[src/include/ssg_pkg.sv]
// Purpose: Shared constants, types and helpers of the single strobe generator
// Assumes: 10 MHz system clock, 32-bit register data, byte addressed word registers
// Notes:   Times held in registers are whole microseconds

package ssg_pkg;

	// ************************************************************
	// Clock and time base
	// ************************************************************
	localparam int unsigned CLK_PERIOD_NS = 100;
	localparam int unsigned US_NS = 1000;
	// Cycles per microsecond step, rounded up, never below one
	localparam int unsigned CYC_PER_US = (US_NS + CLK_PERIOD_NS - 1) / CLK_PERIOD_NS;
	localparam logic [3:0] US_DIV_LAST = 4'(CYC_PER_US - 1);

	// Fixed busy phases of an acquisition cycle, in microseconds
	localparam logic [31:0] BUSY1_US_DEF = 32'h0000_0446; // 1094 us
	localparam logic [31:0] BUSY2_US_DEF = 32'h0000_040E; // 1038 us

	// ************************************************************
	// Register map
	// ************************************************************
	localparam int unsigned ADDR_W = 8;
	localparam int unsigned DATA_W = 32;
	localparam logic [7:0] OFS_CTRL = 8'h00;
	localparam logic [7:0] OFS_SS_DLY = 8'h04;
	localparam logic [7:0] OFS_SS_WID = 8'h08;
	localparam logic [7:0] OFS_ACQ_DLY = 8'h0C;
	localparam logic [7:0] OFS_INTEG = 8'h10;
	localparam logic [7:0] OFS_STATUS = 8'h14;
	localparam logic [7:0] OFS_TRIG_CNT = 8'h18;

	// Field positions
	localparam int unsigned CTRL_SS_EN_BIT = 0;
	localparam int unsigned CTRL_CS_EN_BIT = 1;
	localparam int unsigned ST_SS_BIT = 0;
	localparam int unsigned ST_CS_BIT = 1;
	localparam int unsigned ST_INTEG_BIT = 2;
	localparam int unsigned ST_BUSY_BIT = 3;
	localparam int unsigned ST_PH_LSB = 4;
	localparam int unsigned ST_SS_ST_LSB = 8;

	// Reset values
	localparam logic SS_EN_RST = 1'h0;
	localparam logic CS_EN_RST = 1'h0;
	localparam logic [31:0] SS_DLY_RST = 32'h0000_0000;
	localparam logic [31:0] SS_WID_RST = 32'h0000_0000;
	localparam logic [31:0] ACQ_DLY_RST = 32'h0000_0000;
	localparam logic [31:0] INTEG_RST = 32'h0000_03E8; // 1000 us

	// ************************************************************
	// State encodings
	// ************************************************************
	typedef enum logic [2:0]
	{
		SSG_SS_IDLE = 3'b001,
		SSG_SS_WAIT = 3'b010,
		SSG_SS_HIGH = 3'b100
	} ssg_ss_e;

	typedef enum logic [3:0]
	{
		SSG_PH_IDLE = 4'b0001,
		SSG_PH_PRE = 4'b0010,
		SSG_PH_INTEG = 4'b0100,
		SSG_PH_POST = 4'b1000
	} ssg_ph_e;

	// ************************************************************
	// Helpers
	// ************************************************************
	// True when one more step reaches or passes the target
	function automatic logic ssg_last(input logic [31:0] cnt, input logic [31:0] tgt);
		ssg_last = (cnt + 32'h0000_0001) >= tgt;
	endfunction

	// Counter step
	function automatic logic [31:0] ssg_inc(input logic [31:0] cnt);
		ssg_inc = cnt + 32'h0000_0001;
	endfunction

endpackage

[src/design/ssg_strobe_gen.sv]
// Purpose: Strobe outputs with a programmable single strobe pulse per acquisition
// Assumes: Trigger event and continuous strobe waveform come from same-clock logic
// Notes:   All times are whole microseconds, stepped from the trigger event

`timescale 1ns/1ps

module ssg_strobe_gen
	import ssg_pkg::*;
#(
	parameter logic [31:0] BUSY1_US = BUSY1_US_DEF,
	parameter logic [31:0] BUSY2_US = BUSY2_US_DEF
)
(
	// Clock and reset
	input wire logic mclk_i,
	input wire logic sys_rst_i,
	// Register port
	input wire logic [7:0] addr_i,
	input wire logic [31:0] wdata_i,
	input wire logic wr_i,
	input wire logic rd_i,
	output logic [31:0] rdata_o,
	// Sequencer side
	input wire logic trig_evt_i,
	input wire logic cont_strobe_raw_i,
	// Strobe and cycle outputs
	output logic ss_o,
	output logic cs_o,
	output logic integ_o,
	output logic busy_o
);

	// ************************************************************
	// State
	// ************************************************************
	typedef struct packed
	{
		logic ss_en;
		logic cs_en;
		logic [31:0] ss_dly;
		logic [31:0] ss_wid;
		logic [31:0] acq_dly;
		logic [31:0] integ_us;
		logic [31:0] trig_cnt;
		ssg_ss_e ss_st;
		logic [31:0] ss_cnt;
		logic ss_out;
		logic cs_out;
		logic [31:0] rdata;
	} ssg_main_s;

	ssg_main_s st_ff;
	ssg_main_s nxt_st;

	// Signals from the two submodules
	logic us_tick;
	logic accept;
	logic seq_integ;
	logic seq_integ_end;
	logic seq_busy;
	logic [3:0] seq_phase;

	// ************************************************************
	// Submodules
	// ************************************************************
	// The step grid restarts on the accepting edge, so a delay of N steps
	// is always N whole microseconds from the trigger and never N-1 plus
	// a fraction left over from the previous cycle.
	// Microsecond steps, realigned to every accepted trigger
	ssg_us_tick u_tick
	(
		.mclk_i(mclk_i),
		.sys_rst_i(sys_rst_i),
		.restart_i(accept),
		.tick_o(us_tick)
	);

	// The sequencer only takes a trigger while it is idle. The strobe logic
	// uses the same accept pulse, so a trigger that the sequencer refuses
	// can never start a second strobe inside one acquisition cycle.
	// Acquisition phases that frame the integration window
	ssg_acq_seq #(
		.BUSY1_US(BUSY1_US),
		.BUSY2_US(BUSY2_US)
	) u_seq
	(
		.mclk_i(mclk_i),
		.sys_rst_i(sys_rst_i),
		.us_tick_i(us_tick),
		.trig_i(trig_evt_i),
		.acq_dly_i(st_ff.acq_dly),
		.integ_us_i(st_ff.integ_us),
		.accept_o(accept),
		.integ_o(seq_integ),
		.integ_end_o(seq_integ_end),
		.busy_o(seq_busy),
		.phase_o(seq_phase)
	);

	// ************************************************************
	// Next state
	// ************************************************************
	// Register decode, read data, trigger count and both strobe outputs.
	// Every field except rdata, which starts from zero, starts from its held
	// value; only the branches below change it, so a field that is not named keeps its value.
	always_comb
	begin
		nxt_st = st_ff;
		nxt_st.rdata = 32'h0000_0000;

		// Writes to the status and trigger count offsets fall into the
		// default branch and change nothing: both are read-only.
		// Register writes
		if (wr_i)
		begin
			case (addr_i)
				OFS_CTRL:
				begin
					nxt_st.ss_en = wdata_i[CTRL_SS_EN_BIT];
					nxt_st.cs_en = wdata_i[CTRL_CS_EN_BIT];
				end
				OFS_SS_DLY:
					nxt_st.ss_dly = wdata_i;
				OFS_SS_WID:
					nxt_st.ss_wid = wdata_i;
				OFS_ACQ_DLY:
					nxt_st.acq_dly = wdata_i;
				OFS_INTEG:
					nxt_st.integ_us = wdata_i;
				default:
					nxt_st.ss_en = st_ff.ss_en;
			endcase
		end

		// Read data are zero in every cycle without a read strobe, so a
		// stale value never stays on the bus after its one valid cycle.
		// Register reads, data stand the following cycle only
		if (rd_i)
		begin
			case (addr_i)
				OFS_CTRL:
				begin
					nxt_st.rdata[CTRL_SS_EN_BIT] = st_ff.ss_en;
					nxt_st.rdata[CTRL_CS_EN_BIT] = st_ff.cs_en;
				end
				OFS_SS_DLY:
					nxt_st.rdata = st_ff.ss_dly;
				OFS_SS_WID:
					nxt_st.rdata = st_ff.ss_wid;
				OFS_ACQ_DLY:
					nxt_st.rdata = st_ff.acq_dly;
				OFS_INTEG:
					nxt_st.rdata = st_ff.integ_us;
				OFS_STATUS:
				begin
					nxt_st.rdata[ST_SS_BIT] = st_ff.ss_out;
					nxt_st.rdata[ST_CS_BIT] = st_ff.cs_out;
					nxt_st.rdata[ST_INTEG_BIT] = seq_integ;
					nxt_st.rdata[ST_BUSY_BIT] = seq_busy;
					nxt_st.rdata[ST_PH_LSB +: 4] = seq_phase;
					nxt_st.rdata[ST_SS_ST_LSB +: 3] = st_ff.ss_st;
				end
				OFS_TRIG_CNT:
					nxt_st.rdata = st_ff.trig_cnt;
				default:
					nxt_st.rdata = 32'h0000_0000;
			endcase
		end

		// The counter wraps silently after 2^32 accepted triggers; software
		// should work with differences between reads, not absolute values.
		// Count accepted acquisition cycles
		if (accept)
			nxt_st.trig_cnt = ssg_inc(st_ff.trig_cnt);

		// Enable is looked at on every cycle, not only at the trigger:
		// clearing it cuts a running pulse at once, and a trigger that
		// arrives while it is clear is lost for this strobe.
		// A pulse that starts after integration has ended is not cut; only
		// a pulse that is high at the end of integration is forced low.
		// Single strobe pulse, one per accepted trigger
		if (!st_ff.ss_en)
		begin
			nxt_st.ss_st = SSG_SS_IDLE;
			nxt_st.ss_out = 1'h0;
			nxt_st.ss_cnt = 32'h0000_0000;
		end
		else
		begin
			case (st_ff.ss_st)
				SSG_SS_IDLE:
				begin
					if (accept)
					begin
						nxt_st.ss_cnt = 32'h0000_0000;
						// Zero delay rises at once, zero width gives no pulse
						// A zero width with a zero delay leaves the state idle
						if (st_ff.ss_dly != 32'h0000_0000)
							nxt_st.ss_st = SSG_SS_WAIT;
						else if (st_ff.ss_wid != 32'h0000_0000)
						begin
							nxt_st.ss_st = SSG_SS_HIGH;
							nxt_st.ss_out = 1'h1;
						end
					end
				end
				SSG_SS_WAIT:
				begin
					// Delay runs from the trigger, not from integration
					// A delay of N waits for the Nth step after the trigger; a
					// lowered target is caught at the next step because of the >= compare
					if (us_tick && ssg_last(st_ff.ss_cnt, st_ff.ss_dly))
					begin
						nxt_st.ss_cnt = 32'h0000_0000;
						if (st_ff.ss_wid != 32'h0000_0000)
						begin
							nxt_st.ss_st = SSG_SS_HIGH;
							nxt_st.ss_out = 1'h1;
						end
						else
							nxt_st.ss_st = SSG_SS_IDLE;
					end
					else if (us_tick)
						nxt_st.ss_cnt = ssg_inc(st_ff.ss_cnt);
				end
				SSG_SS_HIGH:
				begin
					// Integration end wins over the width count when both fall
					// in the same cycle; a pulse high at integration end falls one clock after integ_o
					if (seq_integ_end)
					begin
						nxt_st.ss_st = SSG_SS_IDLE;
						nxt_st.ss_out = 1'h0;
					end
					else if (us_tick && ssg_last(st_ff.ss_cnt, st_ff.ss_wid))
					begin
						nxt_st.ss_st = SSG_SS_IDLE;
						nxt_st.ss_out = 1'h0;
					end
					else if (us_tick)
						nxt_st.ss_cnt = ssg_inc(st_ff.ss_cnt);
				end
				default:
				begin
					nxt_st.ss_st = SSG_SS_IDLE;
					nxt_st.ss_out = 1'h0;
				end
			endcase
		end

		// The waveform itself comes from other logic; this stage only gates
		// and registers it, which delays it by one clock
		// Continuous strobe gated by its own enable
		nxt_st.cs_out = st_ff.cs_en & cont_strobe_raw_i;
	end

	// ************************************************************
	// State register
	// ************************************************************
	// Synchronous reset puts every field back to its power-on value
	always_ff @(posedge mclk_i)
	begin
		if (sys_rst_i)
		begin
			st_ff.ss_en <= SS_EN_RST;
			st_ff.cs_en <= CS_EN_RST;
			st_ff.ss_dly <= SS_DLY_RST;
			st_ff.ss_wid <= SS_WID_RST;
			st_ff.acq_dly <= ACQ_DLY_RST;
			st_ff.integ_us <= INTEG_RST;
			st_ff.trig_cnt <= 32'h0000_0000;
			st_ff.ss_st <= SSG_SS_IDLE;
			st_ff.ss_cnt <= 32'h0000_0000;
			st_ff.ss_out <= 1'h0;
			st_ff.cs_out <= 1'h0;
			st_ff.rdata <= 32'h0000_0000;
		end
		else
			st_ff <= nxt_st;
	end

	// ************************************************************
	// Outputs
	// ************************************************************
	// Data outputs come from flip-flops; integ_o and busy_o are decoded
	// from the sequencer's phase flip-flops
	assign rdata_o = st_ff.rdata;
	assign ss_o = st_ff.ss_out;
	assign cs_o = st_ff.cs_out;
	assign integ_o = seq_integ;
	assign busy_o = seq_busy;

endmodule

[src/design/ssg_us_tick.sv]
// Purpose: Microsecond step divider for the strobe generator
// Assumes: Same clock as the rest of the block
// Notes:   A restart realigns the step grid to the trigger event

`timescale 1ns/1ps

module ssg_us_tick
	import ssg_pkg::*;
(
	// Clock and reset
	input wire logic mclk_i,
	input wire logic sys_rst_i,
	// Control
	input wire logic restart_i,
	// Step output
	output logic tick_o
);

	typedef struct packed
	{
		logic [3:0] cnt;
		logic tick;
	} ssg_tick_s;

	ssg_tick_s st_ff;
	ssg_tick_s nxt_st;

	// Divide the clock into one pulse per microsecond
	always_comb
	begin
		nxt_st = st_ff;
		nxt_st.tick = 1'h0;
		if (restart_i)
		begin
			nxt_st.cnt = 4'h0;
		end
		else if (st_ff.cnt == US_DIV_LAST)
		begin
			nxt_st.cnt = 4'h0;
			nxt_st.tick = 1'h1;
		end
		else
		begin
			nxt_st.cnt = st_ff.cnt + 4'h1;
		end
	end

	// State register
	always_ff @(posedge mclk_i)
	begin
		if (sys_rst_i)
			st_ff <= '0;
		else
			st_ff <= nxt_st;
	end

	assign tick_o = st_ff.tick;

endmodule

[src/design/ssg_acq_seq.sv]
// Purpose: Acquisition cycle phases: initial delay, integration, final busy
// Assumes: One microsecond step pulse, restarted on each accepted trigger
// Notes:   Triggers arriving during a cycle are not accepted

`timescale 1ns/1ps

module ssg_acq_seq
	import ssg_pkg::*;
#(
	parameter logic [31:0] BUSY1_US = BUSY1_US_DEF,
	parameter logic [31:0] BUSY2_US = BUSY2_US_DEF
)
(
	// Clock and reset
	input wire logic mclk_i,
	input wire logic sys_rst_i,
	// Timing inputs
	input wire logic us_tick_i,
	input wire logic trig_i,
	input wire logic [31:0] acq_dly_i,
	input wire logic [31:0] integ_us_i,
	// Cycle status
	output logic accept_o,
	output logic integ_o,
	output logic integ_end_o,
	output logic busy_o,
	output logic [3:0] phase_o
);

	typedef struct packed
	{
		ssg_ph_e ph;
		logic [31:0] cnt;
		logic [31:0] tgt;
		logic integ_end;
	} ssg_seq_s;

	ssg_seq_s st_ff;
	ssg_seq_s nxt_st;

	// Trigger taken only between cycles
	assign accept_o = trig_i & (st_ff.ph == SSG_PH_IDLE);

	// Phase walk, one step per microsecond
	always_comb
	begin
		nxt_st = st_ff;
		nxt_st.integ_end = 1'h0;
		case (st_ff.ph)
			SSG_PH_IDLE:
			begin
				if (trig_i)
				begin
					nxt_st.ph = SSG_PH_PRE;
					nxt_st.cnt = 32'h0000_0000;
					nxt_st.tgt = acq_dly_i + BUSY1_US;
				end
			end
			SSG_PH_PRE:
			begin
				if (us_tick_i && ssg_last(st_ff.cnt, st_ff.tgt))
				begin
					nxt_st.ph = SSG_PH_INTEG;
					nxt_st.cnt = 32'h0000_0000;
					nxt_st.tgt = integ_us_i;
				end
				else if (us_tick_i)
					nxt_st.cnt = ssg_inc(st_ff.cnt);
			end
			SSG_PH_INTEG:
			begin
				if (us_tick_i && ssg_last(st_ff.cnt, st_ff.tgt))
				begin
					nxt_st.ph = SSG_PH_POST;
					nxt_st.cnt = 32'h0000_0000;
					nxt_st.tgt = BUSY2_US;
					nxt_st.integ_end = 1'h1;
				end
				else if (us_tick_i)
					nxt_st.cnt = ssg_inc(st_ff.cnt);
			end
			SSG_PH_POST:
			begin
				if (us_tick_i && ssg_last(st_ff.cnt, st_ff.tgt))
					nxt_st.ph = SSG_PH_IDLE;
				else if (us_tick_i)
					nxt_st.cnt = ssg_inc(st_ff.cnt);
			end
			default:
				nxt_st.ph = SSG_PH_IDLE;
		endcase
	end

	// State register
	always_ff @(posedge mclk_i)
	begin
		if (sys_rst_i)
		begin
			st_ff.ph <= SSG_PH_IDLE;
			st_ff.cnt <= 32'h0000_0000;
			st_ff.tgt <= 32'h0000_0000;
			st_ff.integ_end <= 1'h0;
		end
		else
			st_ff <= nxt_st;
	end

	assign integ_o = (st_ff.ph == SSG_PH_INTEG);
	assign integ_end_o = st_ff.integ_end;
	assign busy_o = (st_ff.ph != SSG_PH_IDLE);
	assign phase_o = st_ff.ph;

endmodule

[config.mk]
export PLATFORM = sky130hd
export DESIGN_NAME = ssg_strobe_gen
export DESIGN_NICKNAME = d
export VERILOG_FILES = /design/src/include/ssg_pkg.sv /design/src/design/ssg_strobe_gen.sv /design/src/design/ssg_us_tick.sv /design/src/design/ssg_acq_seq.sv
export SDC_FILE = /design/constraint.sdc
export NUM_CORES = 1
export LEC_CHECK = 0
export BUFFER_PORTS_ARGS = -buffer_cell sky130_fd_sc_hd__buf_2
export CAP_MARGIN = 10
export CORE_UTILIZATION = 45
export DETAILED_ROUTE_END_ITERATION = 8
export PLACE_DENSITY = 0.67
export SYNTH_ARGS = -nofsm -noshare
export SYNTH_HDL_FRONTEND = slang
export SYNTH_SLANG_ARGS = --single-unit
export TNS_END_PERCENT = 30
[constraint.sdc]
create_clock -name mclk_i -period 4.2 [get_ports mclk_i]
set_input_delay 0.84 -clock mclk_i [delete_from_list [all_inputs] [get_ports mclk_i]]
set_output_delay 0.84 -clock mclk_i [all_outputs]
set_load 0.02 [all_outputs]
* Word-level counts from Yosys, hierarchy flattened
Cells that the tools add are included.
Word-level totals: bits of input ports 46, latch bits 0, flip-flop bits (word level) 305, bits in writable memories 0, logic and storage cells 119, bits in read-only memories 0, memories 0
Operators by class: multiplexer cells 35, reduce and logical (&&, ||, !) cells 26, bitwise logic cells 5, add/sub/neg operators 5, multipliers 0, equality and inequality tests 27, order comparisons 3, div/mod/pow operators 0, shift operators 0
Operators by type and width (number):
- 32-bit one-hot mux with 3 select lines | 3
- 32-bit two-way mux | 8
- 21-bit one-hot mux with 5 select lines | 1
- 32-bit by 1-bit adder with 32-bit output (second input constant) | 3
- 32-bit >= comparator | 3
- 68-bit two-way mux | 1
- 32-bit nonzero test | 2
- 9-bit one-hot mux with 6 select lines | 1
- 36-bit two-way mux | 1
- 33-bit two-way mux | 1
- 32-bit by 11-bit adder with 32-bit output (second input constant) | 1
- 8-bit by 5-bit equality test with 1-bit output (second input constant) | 3
- 4-bit AND reduction | 5
- 3-bit two-way mux | 6
- 8-bit by 4-bit equality test with 1-bit output (second input constant) | 2
- 4-bit one-hot mux with 4 select lines | 1
- 2-bit != test (second input constant) | 7
- 2-bit one-hot mux with 7 select lines | 1
- 4-bit two-way mux | 3
- 2-bit AND reduction | 5
- 2-bit OR reduction | 5
- 3-bit one-hot mux with 3 select lines | 1
- 3-bit nonzero test | 3
- 4-bit equality test (second input constant) | 2
- other kinds (20) | 32

* Longest topological paths before layout
depth after elaboration 6, gate-level depth with buffers 17, depth with buffers taken out 15

* Hierarchy
From an unflattened synthesis, not the netlist that was laid out.
Unflattened totals: cells, all modules 2212, area total of the unflattened synthesis 17181.5 um^2
By module, submodules not included:
- ssg_strobe_gen | area each 11965.2 um^2, instances 1, cells an instance 1561, seq. area each 4624.4 um^2
- ssg_acq_seq | area each 5027.3 um^2, instances 1, cells an instance 632, seq. area each 1381.3 um^2
- ssg_us_tick | area each 188.9 um^2, instances 1, cells an instance 19, seq. area each 100.1 um^2

* Least setup slack after synthesis
No wires, ideal clock.
path type register -> register, start point register u_seq.st_ff[33] in the netlist's numbering, end point register u_seq.st_ff[36] in the netlist's numbering, setup time 0.139 ns, period minus slack after synthesis 4.121 ns, stages on the path, launching flop included 17, required time 4.061 ns, setup slack 0.079 ns, arrival time 3.982 ns, cells stage by stage dfxtp_1 > ha_1 > nand4_1 > or4_1 > nor2_1 > and2_1 > nand3_1 > xnor2_1 > ha_1 > a21oi_1 > nand2_1 > a221oi_1 > nand2_1 > o41ai_4 > buf_6 > mux2i_1 > nor4_2
On the way: word-level cells in the longest chain between the ends 5, elaborated cells on any way between the ends 9, classes of those cells 1 x add/sub; 1 x order compare; 1 x eq/ne; 4 x mux; 2 x reduce/logical
Ends and longest elaborated chain:
- start: declaration | line ssg_acq_seq.sv:38 | ssg_seq_s st_ff;
- start signal: assignment | line ssg_acq_seq.sv:105 | st_ff <= nxt_st;
- 32-bit by 1-bit adder with 32-bit output * | line ssg_pkg.sv:74, ssg_pkg.sv:79
- 32-bit >= comparator | line ssg_pkg.sv:74 | ssg_last = (cnt + 32'h0000_0001) >= tgt;
- 1-bit logical AND | line ssg_acq_seq.sv:61, ssg_acq_seq.sv:72, ssg_acq_seq.sv:84
- 32-bit two-way mux / 2-bit != test (equally long branches)
- 32-bit one-hot mux with 3 select lines / 3-bit AND reduction (equally long branches)
Mark *: on every way between the ends. The rest lies on a longest branch, timed or not. The select of a mux whose other input is x is not followed. A chain may end at the register's enable or synchronous reset.

* Final worst setup path
start point register u_seq.st_ff[34] in the netlist's numbering, end point register u_seq.st_ff[17] in the netlist's numbering
On the way: word-level cells in the longest chain between the ends 5, elaborated cells on any way between the ends 6, classes of those cells 1 x add/sub; 1 x order compare; 2 x eq/ne; 2 x reduce/logical
Ends and longest elaborated chain (line):
- 32-bit by 1-bit adder with 32-bit output * | ssg_pkg.sv:74
- 32-bit >= comparator * | ssg_pkg.sv:74
- 1-bit logical AND * | ssg_acq_seq.sv:61, ssg_acq_seq.sv:72
- 2-bit by 1-bit != test with 1-bit output (no source line)
- 4-bit AND reduction (no source line) *
Mark *: on every way between the ends. The rest lies on a longest branch, timed or not.

==> out/qor.yml <==
routedWlPerCell_um: 19.4
cellPowerDensity_nw_per_um2: 380
dieArea_um2: 39000
htreeDepth: 2
nets: 2370
synth-seq-cells: 305
finalHoldViolCount: 0
synth_edf_count: 0
critPathKind: "flop to flop"
cpPeakStageDelay_ps: 490
grt_max_degree: 85
grtUsageTotal_pct: 27.1
max_slew_margin_pct: 37.9
synth_top_area_share_pct: 35.5
whs_ps: 466
coreArea_um2: 37700
cts_buffers: 36
dpl.hpwl_um: 38900
drive_above_1_share_pct: 13.0
io_pins: 82
max_freq_mhz: 249
n_antenna_cell: 0
synth.distinct_cells: 79
hold_path.class: "flop to flop"
clock-sinks: 305
r2r_start: "u_seq.st_ff[34]$_SDFFE_PP0P_"
cp_max_fo: 13
netlist_instances: 2184
dp_cells: 2686
die_h_um: 197
setup_viol: 0
dr.pass1.iters: 6
crit_chain: "ha_1, nand4_1, or4_4, nor2_1, and2_1, nand3_1, xnor2_2, ha_1, a21oi_1, nand2_1, a221oi_2, a21oi_1, buf_4, o31ai_4, buf_4, buf_12, a211oi_1, a211oi_1"
crit_required_ps: 4650
cp-start-kind: "flop"
async_reset_ff_share_pct: 0
final_cells: 2759
cp.arrival_ps: 4480
avgSynthCellArea_um2: 7.87
p_leak_nw: 7.31
cts.reportedPaths.clkPinSlew_ps: 60
cts_tree: "built"
place.gp.congestion: 0.919
yosysMostFrequentCell: "nand2_1"
p_total_mw: 7.45
slew_violations: 0
clock-root-buffer: "clkbuf_16"
grt_pass1_wl_um: 83100
ys_top_cells_by_count: "395 x nand2_1, 305 x dfxtp_1, 217 x a21oi_1"
fin_crit_sh_pct: 95.8
antenna_found_initial: 0
crit_buf_inv: 3
synth_area_um2: 17200
crit_family: "compound AO/OA/AOI/OAI gates"
syn2layout_area_growth_pct: 14.1
hold_start: "u_tick.st_ff[1]$_SDFF_PP0_"
rsz0062_at_grt: "true"
die_x_um: 197
ys_top_cells_by_area: "dfxtp_1 36%, nand2_1 8.6%, ha_1 7.4%, a21oi_1 6.3%, xnor2_1 4.4%"
first_iter_violations: 1624
critical-path-slowest-cell: "or4_4"
fillers: 3578
ys.flop_type: "dfxtp_1"
tightest_slew_ps: 928
syn_nets: 2332
period_minus_slack_ps: 4020
initial_core_util_pct: 45.6
rows: 71
reg2reg_depth: 18
clockBufferDepth: 3
timing.rr.end: "u_seq.st_ff[17]$_SDFFE_PP0P_"
drv_cap: 0
synth_top_area_cell: "dfxtp_1"
reg2reg_slack_ps: 180
hold_depth: 1
fin_skew_ps: 25.3
port_buffers: 81
ys_seq_area_share_pct: 35.5
cp-end-kind: "flop"
insertion_delay_ps: 560
holdPathEnd: "u_tick.st_ff[1]$_SDFF_PP0_"
ant_nets: 0
overflow: 0
grt_pass1_vias: 14947
vias_per_cell: 5.82
routed_wl_um: 53600
drc: 0
yosysWarningCount: 0
num_vias: 16061
ir_worst_vdd_uv: 270
status: "complete, no violations"
-- sequential cells by signal, indices dropped and copies added, names as in the netlist --
register           flops
ss_o                   1
u_tick.st_ff           4
u_tick.tick_o          1
cs_o                   1
u_seq.st_ff           64
u_seq.integ_end_o      1
rdata_o               32
st_ff                197
u_seq.phase_o          4
-- per-stage QoR --
stage | setup WS, ps | instance area [um2] | utilization, % | setup TNS (ps)
global route | -52.6 | 19600 | 52.1 | -440
CTS | 17.2 | 19300 | 51.3 | 0
global placement | 53.6 | 18000 | 47.9 | 0
detailed placement | -50.5 | 18000 | 47.9 | -55.2
finish | 177 | 19600 | 52.1 | 0
floorplan | 79.4 | 17200 | - | 0
-- per-layer routing --
metal / part of all wire (%) / global-route usage (%) / vias to the layer above
met5: 0 / 0 / -
met4: 3.6 / 11.3 / 0
met3: 7.6 / 3.48 / 125
met2: 46 / 43.3 / 656
met1: 43 / 36.7 / 7562
li1: - / - / 7718
-- cells by family after synthesis --
logic type / share of synthesized area, %
adder cells (fa/ha/maj): 7.43
buffers and inverters: 7.07
XOR/XNOR: 7.13
multiplexers: 1.16
AND/OR/NAND/NOR: 23.6
AO/OA/AOI/OAI: 18.1
flip-flops: 35.5
-- report_power, final --
part / switching (mW) / internal, mW / leakage [nW]
clock network: 1.32 / 1.91 / 0.592
registers: 0.0555 / 3.01 / 2.46
logic: 0.745 / 0.409 / 4.25
total: 2.12 / 5.33 / 7.31
-- cell type report --
| class | count | area (um2) | share of cell area (%) |
|---|---|---|---|
| Multi-Input combinational cell | 1594 | 10100 | 51.6 |
| Clock buffer | 47 | 1020 | 5.22 |
| Clock inverter | 17 | 186 | 0.950 |
| Inverter | 131 | 492 | 2.51 |
| Tap cell | 511 | 639 | 3.26 |
| Timing Repair Buffer | 154 | 1050 | 5.36 |
| Sequential cell | 305 | 6110 | 31.1 |
-- worst max-delay path by stage --
stage / startpoint / end / depth (start not counted)
2_1_floorplan: u_seq.st_ff[33]$_SDFFE_PP0P_ / u_seq.st_ff[36]$_SDFFE_PP0P_ / 16
3_3_place_gp: u_seq.st_ff[36]$_SDFFE_PP0P_ / u_seq.st_ff[5]$_SDFFE_PP0P_ / 16
3_5_place_dp: u_seq.st_ff[36]$_SDFFE_PP0P_ / u_seq.st_ff[5]$_SDFFE_PP0P_ / 16
4_1_cts: u_seq.st_ff[36]$_SDFFE_PP0P_ / u_seq.st_ff[24]$_SDFFE_PP0P_ / 16
5_1_grt: u_seq.st_ff[33]$_SDFFE_PP0P_ / u_seq.st_ff[22]$_SDFFE_PP0P_ / 18
6_report: u_seq.st_ff[34]$_SDFFE_PP0P_ / u_seq.st_ff[17]$_SDFFE_PP0P_ / 18
-- worst register-to-register path, delay by kind of cell (launching register included) --
kind	cells	cell delay (ps)
compound gates	6	1180
simple gates	6	1150
buf+inv	3	560
fa+ha+maj	2	490
flops	1	370
xor+xnor	1	170
-- cell usage in the layout (no fill, tap or decap), types with 17 or more instances in the layout --
cell type  count
a21oi_1      217
nor2_1       143
dfxtp_1      305
xnor2_1       86
ha_1         102
nand3_1       66
a211oi_1      35
o21ai_0       55
clkbuf_16     38
nor3_1        39
nor4_1        36
nand2_1      395
inv_1        128
and3_1        40
mux2i_1       20
xor2_1        52
a222oi_1      22
buf_2         80
buf_4         67
a221oi_1      19
a22oi_1       17
nand4_1       39
-- timing repair --
action / 4_1_cts / 5_1_grt
gates resized for setup: 4 / 40
setup endpoints to repair: 13 / 99
hold buffers: 0 / 0
setup buffers: 0 / 5
cloned: 1 / 2
pin swaps: 1 / 9
Power figures use the tool's default switching activity.
